===== src/pwr_seq_pkg.sv =====
// Constants, field layouts and types shared by the mode and reset sequencer
package pwr_seq_pkg;

  // Register word addresses (byte addresses on the Wishbone bus)
  localparam logic [7:0] addr_osc_control = 8'h00;
  localparam logic [7:0] addr_status = 8'h04;
  localparam logic [7:0] addr_config = 8'h08;
  localparam logic [7:0] addr_mode = 8'h0c;

  // Control register field positions
  localparam int high_osc_select_bit = 0;
  localparam int high_osc_stop_bit = 1;
  localparam int power_mode_lo = 2;
  localparam int power_mode_hi = 3;
  localparam int low_clk_to_timer_zero_bit = 4;

  // Status register field positions
  localparam int power_down_bit = 3;
  localparam int timeout_bit = 4;

  // Config register field positions
  localparam int pwrup_sel_lo = 0;
  localparam int pwrup_sel_hi = 2;
  localparam int startup_fast_bit = 3;
  localparam int crystal_mode_bit = 4;
  localparam int timer_zero_src_bit = 5;

  // Power mode field encodings
  localparam logic [1:0] pm_run = 2'h0;
  localparam logic [1:0] pm_halt = 2'h1;
  localparam logic [1:0] pm_standby = 2'h2;

  localparam logic [7:0] osc_control_reset = 8'h01;
  localparam logic [7:0] config_reset = 8'h0b;
  localparam logic [11:0] irq_vector = 12'h008;

  // Settle counts in oscillator cycles
  localparam logic [9:0] halt_settle_xtal = 10'h200;
  localparam logic [9:0] halt_settle_rc = 10'h010;
  localparam logic [9:0] ost_short = 10'h001;
  localparam logic [9:0] ost_long = 10'h010;

  // Power-up delays in microseconds
  localparam int pwrup_us_0 = 140;
  localparam int pwrup_us_1 = 4500;
  localparam int pwrup_us_2 = 18000;
  localparam int pwrup_us_3 = 72000;
  localparam int pwrup_us_4 = 288000;
  localparam int clk_mhz = 250;

  typedef enum logic [5:0] {
    st_reset  = 6'b000001,
    st_pwrup  = 6'b000010,
    st_ost    = 6'b000100,
    st_run    = 6'b001000,
    st_standby = 6'b010000,
    st_halt   = 6'b100000
  } seq_state_t;

  typedef enum logic [6:0] {
    ps_reset   = 7'b0000001,
    ps_normal  = 7'b0000010,
    ps_slow    = 7'b0000100,
    ps_standby = 7'b0001000,
    ps_halt    = 7'b0010000,
    ps_settle  = 7'b0100000,
    ps_pwrup   = 7'b1000000
  } mode_code_t;

  // Wake sources grouped together
  typedef struct packed {
    logic timer_zero_ovf;
    logic timer_one_unf;
    logic timer_three_unf;
    logic watchdog_timeout;
    logic port_change;
    logic ext_irq_zero;
    logic ext_irq_one;
    logic low_voltage_detect;
    logic comparator_change;
  } wake_events_t;

  // Reset sources grouped together
  typedef struct packed {
    logic power_on;
    logic low_voltage_reset;
    logic watchdog_reset;
  } reset_events_t;

  // Clock and gate outputs
  typedef struct packed {
    logic fast_osc_en;
    logic slow_osc_en;
    logic sys_clk_fast;
    logic cpu_run;
    logic periph_en;
    logic timers_en;
    logic timer_zero_slow_clk;
  } clock_ctrl_t;

endpackage


===== src/pin_sync.sv =====
// Three-stage synchroniser with agreement filter for an asynchronous pin
`timescale 1ns/10ps
module pin_sync (
  input wire logic ref_clk,
  input wire logic sys_rst,
  input wire logic pin_in,
  output logic pin_out
);
  logic s1_reg;
  logic s2_reg;
  logic s3_reg;

  always_ff @(posedge ref_clk) begin
    if (sys_rst) begin
      s1_reg <= 1'b1;
      s2_reg <= 1'b1;
      s3_reg <= 1'b1;
    end else begin
      s1_reg <= pin_in;
      s2_reg <= s1_reg;
      s3_reg <= s2_reg;
    end
  end

  // Change counts only once the last two stages agree
  always_ff @(posedge ref_clk) begin
    if (sys_rst) begin
      pin_out <= 1'b1;
    end else if (s2_reg == s3_reg) begin
      pin_out <= s3_reg;
    end
  end
endmodule


===== src/cycle_timer.sv =====
// Loadable down counter that counts enable pulses and flags completion
`timescale 1ns/10ps
module cycle_timer #(
  parameter int width = 27
) (
  input wire logic ref_clk,
  input wire logic sys_rst,
  input wire logic load,
  input wire logic [width-1:0] load_value,
  input wire logic tick,
  output logic done
);
  logic [width-1:0] count_reg;
  logic busy_reg;

  always_ff @(posedge ref_clk) begin
    if (sys_rst) begin
      count_reg <= '0;
      busy_reg <= 1'b0;
    end else if (load) begin
      count_reg <= load_value;
      busy_reg <= 1'b1;
    end else if (busy_reg && tick) begin
      if (count_reg <= width'(1)) begin
        busy_reg <= 1'b0;
        count_reg <= '0;
      end else begin
        count_reg <= count_reg - width'(1);
      end
    end
  end

  assign done = busy_reg && tick && (count_reg <= width'(1));
endmodule


===== src/power_mode_reset_sequencer.sv =====
// Operating mode and reset sequencer with a Wishbone register port
//
// What this block does
// - After reset the startup setting picks normal or slow mode.
// - Select bit 0 runs on slow oscillator, 1 on fast oscillator.
// - Normal mode runs from fast clock; slow oscillator keeps running.
// - Slow mode leaves fast oscillator on; stop bit turns it off.
// - Writing 10b to mode field bits [3:2] enters standby.
// - Standby stops execution; slow oscillator and enabled timers keep running.
// - Standby wakes on timer, watchdog, port, external, low-voltage or comparator event.
// - After wake the select bit picks normal or slow mode.
// - Halt is entered by sleep instruction or writing 01b to mode field.
// - Entering halt clears power-down, sets timeout, clears watchdog.
// - Halt stops both oscillators, execution and all peripherals.
// - Halt wakes only on watchdog, port change or external interrupts.
// - Halt wake waits 512 cycles with crystal mode, otherwise 16.
// - Standby wake needs no settle delay.
// - Wake with interrupts enabled vectors to 0x008, else continues.
// - Stop bit and halt entry may be written together.
// - Slow clock feeds timer zero when both enabling bits and the select bit are 1.
// - Reset on power-on, low voltage, reset pin low, watchdog reset.
// - Reset loads defined initial values; unknown ones keep contents.
// - Timeout and power-down flags follow the reset cause table.
// - After reset a selectable power-up delay runs, any oscillator.
// - Then a start-up count of 1 or 16 oscillator cycles runs.
//
// Design decisions made here: the Wishbone slave port and the placing of the registers.
`timescale 1ns/10ps
module power_mode_reset_sequencer #(
  parameter int fast_div = 4,
  parameter int slow_div = 7629,
  parameter int us_div = 250
) (
  input wire logic ref_clk,
  input wire logic sys_rst,
  input wire logic ext_reset_n,
  input wire pwr_seq_pkg::reset_events_t reset_events,
  input wire pwr_seq_pkg::wake_events_t wake_events,
  input wire logic sleep_instr,
  input wire logic watchdog_kick_instr,
  input wire logic irq_global_en,
  input wire logic timer_zero_enable,
  input wire logic timer_one_enable,
  input wire logic timer_three_enable,
  input wire logic wb_cyc_i,
  input wire logic wb_stb_i,
  input wire logic wb_we_i,
  input wire logic [7:0] wb_adr_i,
  input wire logic [3:0] wb_sel_i,
  input wire logic [31:0] wb_dat_i,
  output logic [31:0] wb_dat_o,
  output logic wb_ack_o,
  output logic wb_err_o,
  output pwr_seq_pkg::clock_ctrl_t clock_ctrl,
  output logic [2:0] timer_run,
  output logic watchdog_clear,
  output logic core_reset,
  output logic resume_pulse,
  output logic resume_to_vector,
  output logic [11:0] resume_vector
);

  ////////////////////////////////////////////////////////////////////////////
  // Declarations
  pwr_seq_pkg::seq_state_t state_reg, state_next;
  logic [7:0] osc_control_reg, config_reg;
  logic timeout_flag_reg, power_down_flag_reg, halt_settle_reg, irq_at_sleep_reg;
  logic ext_reset_n_sync, ext_reset_n_prev_reg, pin_reset_fall, any_reset, in_halt;
  logic bus_req, bus_write, ctrl_write, high_osc_select, high_osc_stop;
  logic [1:0] mode_wr;
  logic [2:0] pwrup_sel;
  logic standby_wake, halt_wake, us_tick, osc_tick;
  logic [26:0] us_tick_cnt_reg, pwrup_value;
  logic [12:0] osc_cnt_reg;
  logic pwrup_load, pwrup_done, settle_load, settle_done;
  logic [9:0] settle_value;

  ////////////////////////////////////////////////////////////////////////////
  // Helper functions
  function automatic logic [26:0] pwrup_us(input logic [2:0] sel);
    case (sel)
      3'h0: pwrup_us = 27'(pwr_seq_pkg::pwrup_us_0);
      3'h1: pwrup_us = 27'(pwr_seq_pkg::pwrup_us_1);
      3'h2: pwrup_us = 27'(pwr_seq_pkg::pwrup_us_2);
      3'h3: pwrup_us = 27'(pwr_seq_pkg::pwrup_us_3);
      default: pwrup_us = 27'(pwr_seq_pkg::pwrup_us_4);
    endcase
  endfunction
  function automatic logic is_addr(input logic [7:0] a, input logic [7:0] b);
    is_addr = (a == b);
  endfunction

  ////////////////////////////////////////////////////////////////////////////
  // Reset pin and reset sources
  pin_sync u_reset_pin (
    .ref_clk(ref_clk),
    .sys_rst(sys_rst),
    .pin_in(ext_reset_n),
    .pin_out(ext_reset_n_sync)
  );

  always_ff @(posedge ref_clk) begin
    if (sys_rst) begin
      ext_reset_n_prev_reg <= 1'b1;
    end else begin
      ext_reset_n_prev_reg <= ext_reset_n_sync;
    end
  end

  assign pin_reset_fall = ext_reset_n_prev_reg && !ext_reset_n_sync;
  assign any_reset = reset_events.power_on || reset_events.low_voltage_reset
                     || reset_events.watchdog_reset || !ext_reset_n_sync;
  assign in_halt = (state_reg == pwr_seq_pkg::st_halt);

  ////////////////////////////////////////////////////////////////////////////
  // Time bases
  // One pulse per microsecond for the power-up delay
  always_ff @(posedge ref_clk) begin
    if (sys_rst || us_tick) begin
      us_tick_cnt_reg <= '0;
    end else begin
      us_tick_cnt_reg <= us_tick_cnt_reg + 27'h1;
    end
  end
  assign us_tick = (us_tick_cnt_reg == 27'(us_div - 1));

  // Pulse per system oscillator cycle; restarted on each halt wake and at the end of power-up
  always_ff @(posedge ref_clk) begin
    if (sys_rst || osc_tick || settle_load) begin
      osc_cnt_reg <= '0;
    end else begin
      osc_cnt_reg <= osc_cnt_reg + 13'h1;
    end
  end
  assign osc_tick = high_osc_select ? (osc_cnt_reg == 13'(fast_div - 1))
                                    : (osc_cnt_reg == 13'(slow_div - 1));

  ////////////////////////////////////////////////////////////////////////////
  // Wishbone slave
  assign bus_req = wb_cyc_i && wb_stb_i && !wb_ack_o && !wb_err_o;
  assign bus_write = bus_req && wb_we_i && wb_sel_i[0];
  assign ctrl_write = bus_write && is_addr(wb_adr_i, pwr_seq_pkg::addr_osc_control);
  assign mode_wr = wb_dat_i[pwr_seq_pkg::power_mode_hi:pwr_seq_pkg::power_mode_lo];

  always_ff @(posedge ref_clk) begin
    if (sys_rst) begin
      wb_ack_o <= 1'b0;
      wb_err_o <= 1'b0;
    end else begin
      wb_ack_o <= bus_req && (is_addr(wb_adr_i, pwr_seq_pkg::addr_osc_control)
                  || is_addr(wb_adr_i, pwr_seq_pkg::addr_status)
                  || is_addr(wb_adr_i, pwr_seq_pkg::addr_config)
                  || is_addr(wb_adr_i, pwr_seq_pkg::addr_mode));
      wb_err_o <= bus_req && !(is_addr(wb_adr_i, pwr_seq_pkg::addr_osc_control)
                  || is_addr(wb_adr_i, pwr_seq_pkg::addr_status)
                  || is_addr(wb_adr_i, pwr_seq_pkg::addr_config)
                  || is_addr(wb_adr_i, pwr_seq_pkg::addr_mode));
    end
  end

  always_ff @(posedge ref_clk) begin
    if (sys_rst) begin
      wb_dat_o <= '0;
    end else if (bus_req) begin
      case (wb_adr_i)
        pwr_seq_pkg::addr_osc_control: wb_dat_o <= {24'h0, osc_control_reg};
        pwr_seq_pkg::addr_status: wb_dat_o <= {27'h0, timeout_flag_reg,
                                              power_down_flag_reg, 3'h0};
        pwr_seq_pkg::addr_config: wb_dat_o <= {24'h0, config_reg};
        pwr_seq_pkg::addr_mode: wb_dat_o <= {25'h0, state_reg == pwr_seq_pkg::st_pwrup,
                                            halt_settle_reg, in_halt,
                                            state_reg == pwr_seq_pkg::st_standby,
                                            state_reg == pwr_seq_pkg::st_run
                                              && !high_osc_select,
                                            state_reg == pwr_seq_pkg::st_run
                                              && high_osc_select,
                                            state_reg == pwr_seq_pkg::st_reset};
        default: wb_dat_o <= '0;
      endcase
    end
  end

  ////////////////////////////////////////////////////////////////////////////
  // Control and configuration registers
  // Mode field is a command; it always reads back as zero once acted on
  always_ff @(posedge ref_clk) begin
    if (sys_rst || any_reset) begin
      osc_control_reg <= pwr_seq_pkg::osc_control_reset;
      osc_control_reg[pwr_seq_pkg::high_osc_select_bit] <=
        config_reg[pwr_seq_pkg::startup_fast_bit];
    end else if (ctrl_write && state_reg == pwr_seq_pkg::st_run) begin
      osc_control_reg <= wb_dat_i[7:0];
      osc_control_reg[pwr_seq_pkg::power_mode_hi:pwr_seq_pkg::power_mode_lo] <=
        pwr_seq_pkg::pm_run;
    end
  end

  // Configuration survives device resets, only the system reset loads it
  always_ff @(posedge ref_clk) begin
    if (sys_rst) begin
      config_reg <= pwr_seq_pkg::config_reset;
    end else if (bus_write && is_addr(wb_adr_i, pwr_seq_pkg::addr_config)) begin
      config_reg <= wb_dat_i[7:0];
    end
  end

  assign high_osc_select = osc_control_reg[pwr_seq_pkg::high_osc_select_bit];
  assign high_osc_stop = osc_control_reg[pwr_seq_pkg::high_osc_stop_bit];
  assign pwrup_sel = config_reg[pwr_seq_pkg::pwrup_sel_hi:pwr_seq_pkg::pwrup_sel_lo];

  ////////////////////////////////////////////////////////////////////////////
  // Timeout and power-down flags
  always_ff @(posedge ref_clk) begin
    if (sys_rst || reset_events.power_on || reset_events.low_voltage_reset) begin
      timeout_flag_reg <= 1'b1;
      power_down_flag_reg <= 1'b1;
    end else if (reset_events.watchdog_reset && state_reg != pwr_seq_pkg::st_reset) begin
      timeout_flag_reg <= 1'b0;
      power_down_flag_reg <= !in_halt;
    end else if (pin_reset_fall && in_halt) begin
      timeout_flag_reg <= 1'b1;
      power_down_flag_reg <= 1'b1;
    end else if (state_next == pwr_seq_pkg::st_halt && state_reg == pwr_seq_pkg::st_run) begin
      timeout_flag_reg <= 1'b1;
      power_down_flag_reg <= 1'b0;
    end else if (watchdog_kick_instr && state_reg == pwr_seq_pkg::st_run) begin
      timeout_flag_reg <= 1'b1;
      power_down_flag_reg <= 1'b1;
    end
  end

  ////////////////////////////////////////////////////////////////////////////
  // Sequencer
  assign standby_wake = |wake_events;
  assign halt_wake = wake_events.watchdog_timeout || wake_events.port_change
                     || wake_events.ext_irq_zero || wake_events.ext_irq_one;

  always_comb begin
    state_next = state_reg;
    case (state_reg)
      pwr_seq_pkg::st_reset: begin
        if (!any_reset) begin
          state_next = pwr_seq_pkg::st_pwrup;
        end
      end
      pwr_seq_pkg::st_pwrup: begin
        if (pwrup_done) begin
          state_next = pwr_seq_pkg::st_ost;
        end
      end
      pwr_seq_pkg::st_ost: begin
        if (settle_done) begin
          state_next = pwr_seq_pkg::st_run;
        end
      end
      pwr_seq_pkg::st_run: begin
        if (sleep_instr || (ctrl_write && mode_wr == pwr_seq_pkg::pm_halt)) begin
          state_next = pwr_seq_pkg::st_halt;
        end else if (ctrl_write && mode_wr == pwr_seq_pkg::pm_standby) begin
          state_next = pwr_seq_pkg::st_standby;
        end
      end
      pwr_seq_pkg::st_standby: begin
        if (standby_wake) begin
          state_next = pwr_seq_pkg::st_run;
        end
      end
      pwr_seq_pkg::st_halt: begin
        if (halt_settle_reg && settle_done) begin
          state_next = pwr_seq_pkg::st_run;
        end
      end
      default: state_next = pwr_seq_pkg::st_reset;
    endcase
    if (any_reset) begin
      state_next = pwr_seq_pkg::st_reset;
    end
  end

  always_ff @(posedge ref_clk) begin
    if (sys_rst) begin
      state_reg <= pwr_seq_pkg::st_reset;
    end else begin
      state_reg <= state_next;
    end
  end

  // Halt stays put while the settle count runs, so a second wake restarts it
  always_ff @(posedge ref_clk) begin
    if (sys_rst || state_reg != pwr_seq_pkg::st_halt) begin
      halt_settle_reg <= 1'b0;
    end else if (halt_wake) begin
      halt_settle_reg <= 1'b1;
    end
  end

  always_ff @(posedge ref_clk) begin
    if (sys_rst) begin
      irq_at_sleep_reg <= 1'b0;
    end else if (state_reg == pwr_seq_pkg::st_run) begin
      irq_at_sleep_reg <= irq_global_en;
    end
  end

  ////////////////////////////////////////////////////////////////////////////
  // Delay timers
  assign pwrup_load = (state_reg == pwr_seq_pkg::st_reset) && !any_reset;
  assign pwrup_value = pwrup_us(pwrup_sel);

  cycle_timer #(.width(27)) u_pwrup_timer (
    .ref_clk(ref_clk),
    .sys_rst(sys_rst),
    .load(pwrup_load),
    .load_value(pwrup_value),
    .tick(us_tick),
    .done(pwrup_done)
  );

  assign settle_load = (state_reg == pwr_seq_pkg::st_pwrup && pwrup_done)
                       || (in_halt && halt_wake);
  assign settle_value = (state_reg == pwr_seq_pkg::st_pwrup)
    ? ((pwrup_sel == 3'h0) ? pwr_seq_pkg::ost_short : pwr_seq_pkg::ost_long)
    : (config_reg[pwr_seq_pkg::crystal_mode_bit] ? pwr_seq_pkg::halt_settle_xtal
                                                 : pwr_seq_pkg::halt_settle_rc);

  cycle_timer #(.width(10)) u_settle_timer (
    .ref_clk(ref_clk),
    .sys_rst(sys_rst),
    .load(settle_load),
    .load_value(settle_value),
    .tick(osc_tick),
    .done(settle_done)
  );

  ////////////////////////////////////////////////////////////////////////////
  // Outputs
  always_ff @(posedge ref_clk) begin
    if (sys_rst) begin
      clock_ctrl <= '0;
      timer_run <= '0;
      watchdog_clear <= 1'b0;
      core_reset <= 1'b1;
      resume_pulse <= 1'b0;
      resume_to_vector <= 1'b0;
    end else begin
      clock_ctrl.fast_osc_en <= !high_osc_stop && !(in_halt && !halt_settle_reg);
      clock_ctrl.slow_osc_en <= !(in_halt && !halt_settle_reg);
      clock_ctrl.sys_clk_fast <= high_osc_select;
      clock_ctrl.cpu_run <= (state_next == pwr_seq_pkg::st_run);
      clock_ctrl.periph_en <= (state_reg == pwr_seq_pkg::st_run);
      clock_ctrl.timers_en <= !in_halt && state_reg != pwr_seq_pkg::st_reset;
      clock_ctrl.timer_zero_slow_clk <= high_osc_select
        && osc_control_reg[pwr_seq_pkg::low_clk_to_timer_zero_bit]
        && config_reg[pwr_seq_pkg::timer_zero_src_bit];
      timer_run <= (in_halt || state_reg == pwr_seq_pkg::st_reset) ? 3'h0
                   : {timer_three_enable, timer_one_enable, timer_zero_enable};
      watchdog_clear <= (state_next == pwr_seq_pkg::st_halt)
                        && (state_reg == pwr_seq_pkg::st_run);
      core_reset <= (state_next != pwr_seq_pkg::st_run) && (state_reg != pwr_seq_pkg::st_run
                    || state_next == pwr_seq_pkg::st_reset);
      resume_pulse <= (state_next == pwr_seq_pkg::st_run)
                      && (in_halt || state_reg == pwr_seq_pkg::st_standby);
      resume_to_vector <= irq_at_sleep_reg;
    end
  end

  assign resume_vector = pwr_seq_pkg::irq_vector;

endmodule


===== config.mk =====
export PLATFORM = sky130hd
export DESIGN_NAME = power_mode_reset_sequencer
export DESIGN_NICKNAME = d
export VERILOG_FILES = /design/src/pwr_seq_pkg.sv /design/src/pin_sync.sv /design/src/cycle_timer.sv /design/src/power_mode_reset_sequencer.sv
export SDC_FILE = /design/constraint.sdc
export NUM_CORES = 1
export LEC_CHECK = 0
export BUFFER_PORTS_ARGS = -buffer_cell sky130_fd_sc_hd__buf_2
export CORE_UTILIZATION = 30
export CTS_CLUSTER_SIZE = 16
export DETAILED_ROUTE_END_ITERATION = 6
export PLACE_DENSITY = 0.61
export SYNTH_ARGS = -nofsm -noshare
export SYNTH_HDL_FRONTEND = slang
export SYNTH_SLANG_ARGS = --single-unit

===== constraint.sdc =====
create_clock -name ref_clk -period 4.5 [get_ports ref_clk]
set_input_delay 0.45 -clock ref_clk [delete_from_list [all_inputs] [get_ports ref_clk]]
set_output_delay 0.45 -clock ref_clk [all_outputs]
set_load 0.01 [all_outputs]

==> reports/metrics.yaml <==
ys_seq_area_frac: 0.409
final_cell_mix: "dfxtp_1, nor2_1, buf_2, nand2_1"
fp.coreArea_mm2: 0.0211
grt_pass1_wl_um: 25100
final_cell_area_mm2: 0.00757
overflow: 0
syn_avg_cell_area_um2: 8.37
path_class: "reg2reg"
die_w_um: 149
die_h_um: 149
crit_path_end_kind: "register"
layout.nets: 912
hpwl_um: 10700
cp.required_ps: 4770
layout-drive-gt1-share: 0.148
period_share: 0.667
row_count: 53
post_cts_buffers: 0
htree_levels: 4
fp.dieArea_mm2: 0.0222
cts.sinks: 132
clock_latency_ps: 420
vias: 5556
grt_max_degree: 60
utilization: 0.359
finalWirelength_um: 15300
cts.repair.resized: 0
async_flop_share: 0
hold_viol_final: 0
tns_ps: 0
synth-edff-count: 1
crit_path_start_kind: "register"
start_util: 0.308
yosysWarnings: 0
drv_cap: 0
cts_buffer_depth: 2
cts_hold_buffers: 0
dr.pass1.iters: 5
hp-class: "in2reg"
groute.usage.overall: 0.143
drtIter0Drc: 417
final_common_cell: "dfxtp_1"
relSlewSlack: 0.431
cp.arrival_ps: 3280
rsz0062_at_grt: "no"
worst_pin_slew_ps: 848
ir_drop_uv: 323
post-route-min-period_ps: 3000
skew_ps: 9.37
max_freq_mhz: 333
gp_congestion: 0.799
ant_nets: 0
final-setup-viol-count: 0
slew_violations: 0
numPortBuffers: 64
viasPerCell: 4.93
synthCells: 776
pwr_density_cell_mw_per_mm2: 376
crit_path_max_fanout: 15
synth_ff_type: "dfxtp_1"
grt_pass1_vias: 5016
cts-root-buf: "clkbuf_16"
ys_ff_latch: 132
ios: 128
postPlaceCellArea_mm2: 0.00698
clk_pin_slew_ps: 60
drc_errors: 0
synthDistinctLibCells: 65
cts_buffers: 17
status: "completed"
cts_tree: "done"
netlist_area_mm2: 0.00649
syn_to_final_growth_pct: 16.6
avgRoutedWirePerCell_um: 13.6
p_leak_uw: 0.00293
antenna_found_initial: 2
==> layer usage <==
layer,vias to the layer above,share of wire,global-route usage
met3,20,0.053,0.0443
met4,0,0.014,0.0571
met5,-,0,0
li1,2799,-,-
met2,163,0.44,0.209
met1,2574,0.50,0.193
==> power by group <==
group	leakage [µW]	internal [µW]	switching, µW	total, µW
Sequential	0.00107	1190	18.0	1210
Clock	0.000281	839	553	1390
Combinational	0.00159	85.8	160	246
==> worst max-delay path, stage by stage, from the launching register on <==
cell and delay [ps]:
dfxtp_1 390, ha_1 180, nor4b_1 250, nand4_1 280
or4_1 860, o21ai_1 780, nor2_1 120
==> cell type report <==
type                            count  area, µm²
Clock buffer                       19        443
Timing Repair Buffer               74        395
Multi-Input combinational cell    594       3520
Antenna cell                        1       2.50
Tap cell                          275        344
Fill cell                        2214      13500
Inverter                           18       67.6
Clock inverter                     13        149
Sequential cell                   132       2650
==> final timing paths <==
| kind | startpoint | to | slack [ps] | cells past startpoint |
|---|---|---|---|---|
| worst max-delay path | us_tick_cnt_reg[0] | u_pwrup_timer.count_reg[5] | 1500 | 6 |
| worst min-delay path | ext_reset_n | u_reset_pin.s1_reg | 210 | 2 |
| worst max register to register | us_tick_cnt_reg[0] | u_pwrup_timer.count_reg[5] | 1500 | 6 |
| worst min register to register | u_reset_pin.s1_reg | u_reset_pin.s2_reg | 410 | 1 |
==> cells by family (layout without fill, tap and decap cells) <==
family          count (synthesis)  in the layout  share of synthesized area
xor+xnor                       48             48                     0.0648
buf+inv                        84            124                     0.0703
other cells                     2             37                    0.00116
fa+ha+maj                       7              7                     0.0135
compound gates                118            118                      0.116
mux                            22             22                     0.0362
simple gates                  363            363                      0.289
flops                         132            132                      0.409
==> metrics by stage <==
stage	total power (µW)	cells	hold WS (ps)	setup slack, ps
floorplan	1420	810	389	2100
global placement	1480	1093	399	1450
detailed placement	1480	1093	397	1450
CTS	2880	1125	191	1430
global route	2970	1125	196	1190
finish	2850	1126	210	1500
==> cells in the mapped netlist, drive strengths merged (5+ instances only) <==
cell type / instances / area, µm²
a22oi: 7 / 52.6
a21oi: 34 / 170
and2: 13 / 81.3
nor2b: 10 / 62.6
nand4: 13 / 81.3
nor2: 125 / 469
nor3: 29 / 145
mux2i: 19 / 190
nand3b: 6 / 45.0
buf: 42 / 299
a31oi: 11 / 68.8
nand2: 53 / 199
or3: 8 / 50.1
xnor2: 12 / 105
xor2: 36 / 315
ha: 7 / 87.6
or4: 9 / 71.3
inv: 18 / 67.6
o31ai: 5 / 37.5
and3: 13 / 81.3
nand3: 26 / 130
a211oi: 5 / 37.5
o21ai: 25 / 125
nor4b: 6 / 52.6
dfxtp: 131 / 2620
clkbuf: 24 / 90.1
nor3b: 6 / 45.0
nor4: 19 / 146
or2: 7 / 43.8
No activity file was read; power rests on OpenSTA's default activity.
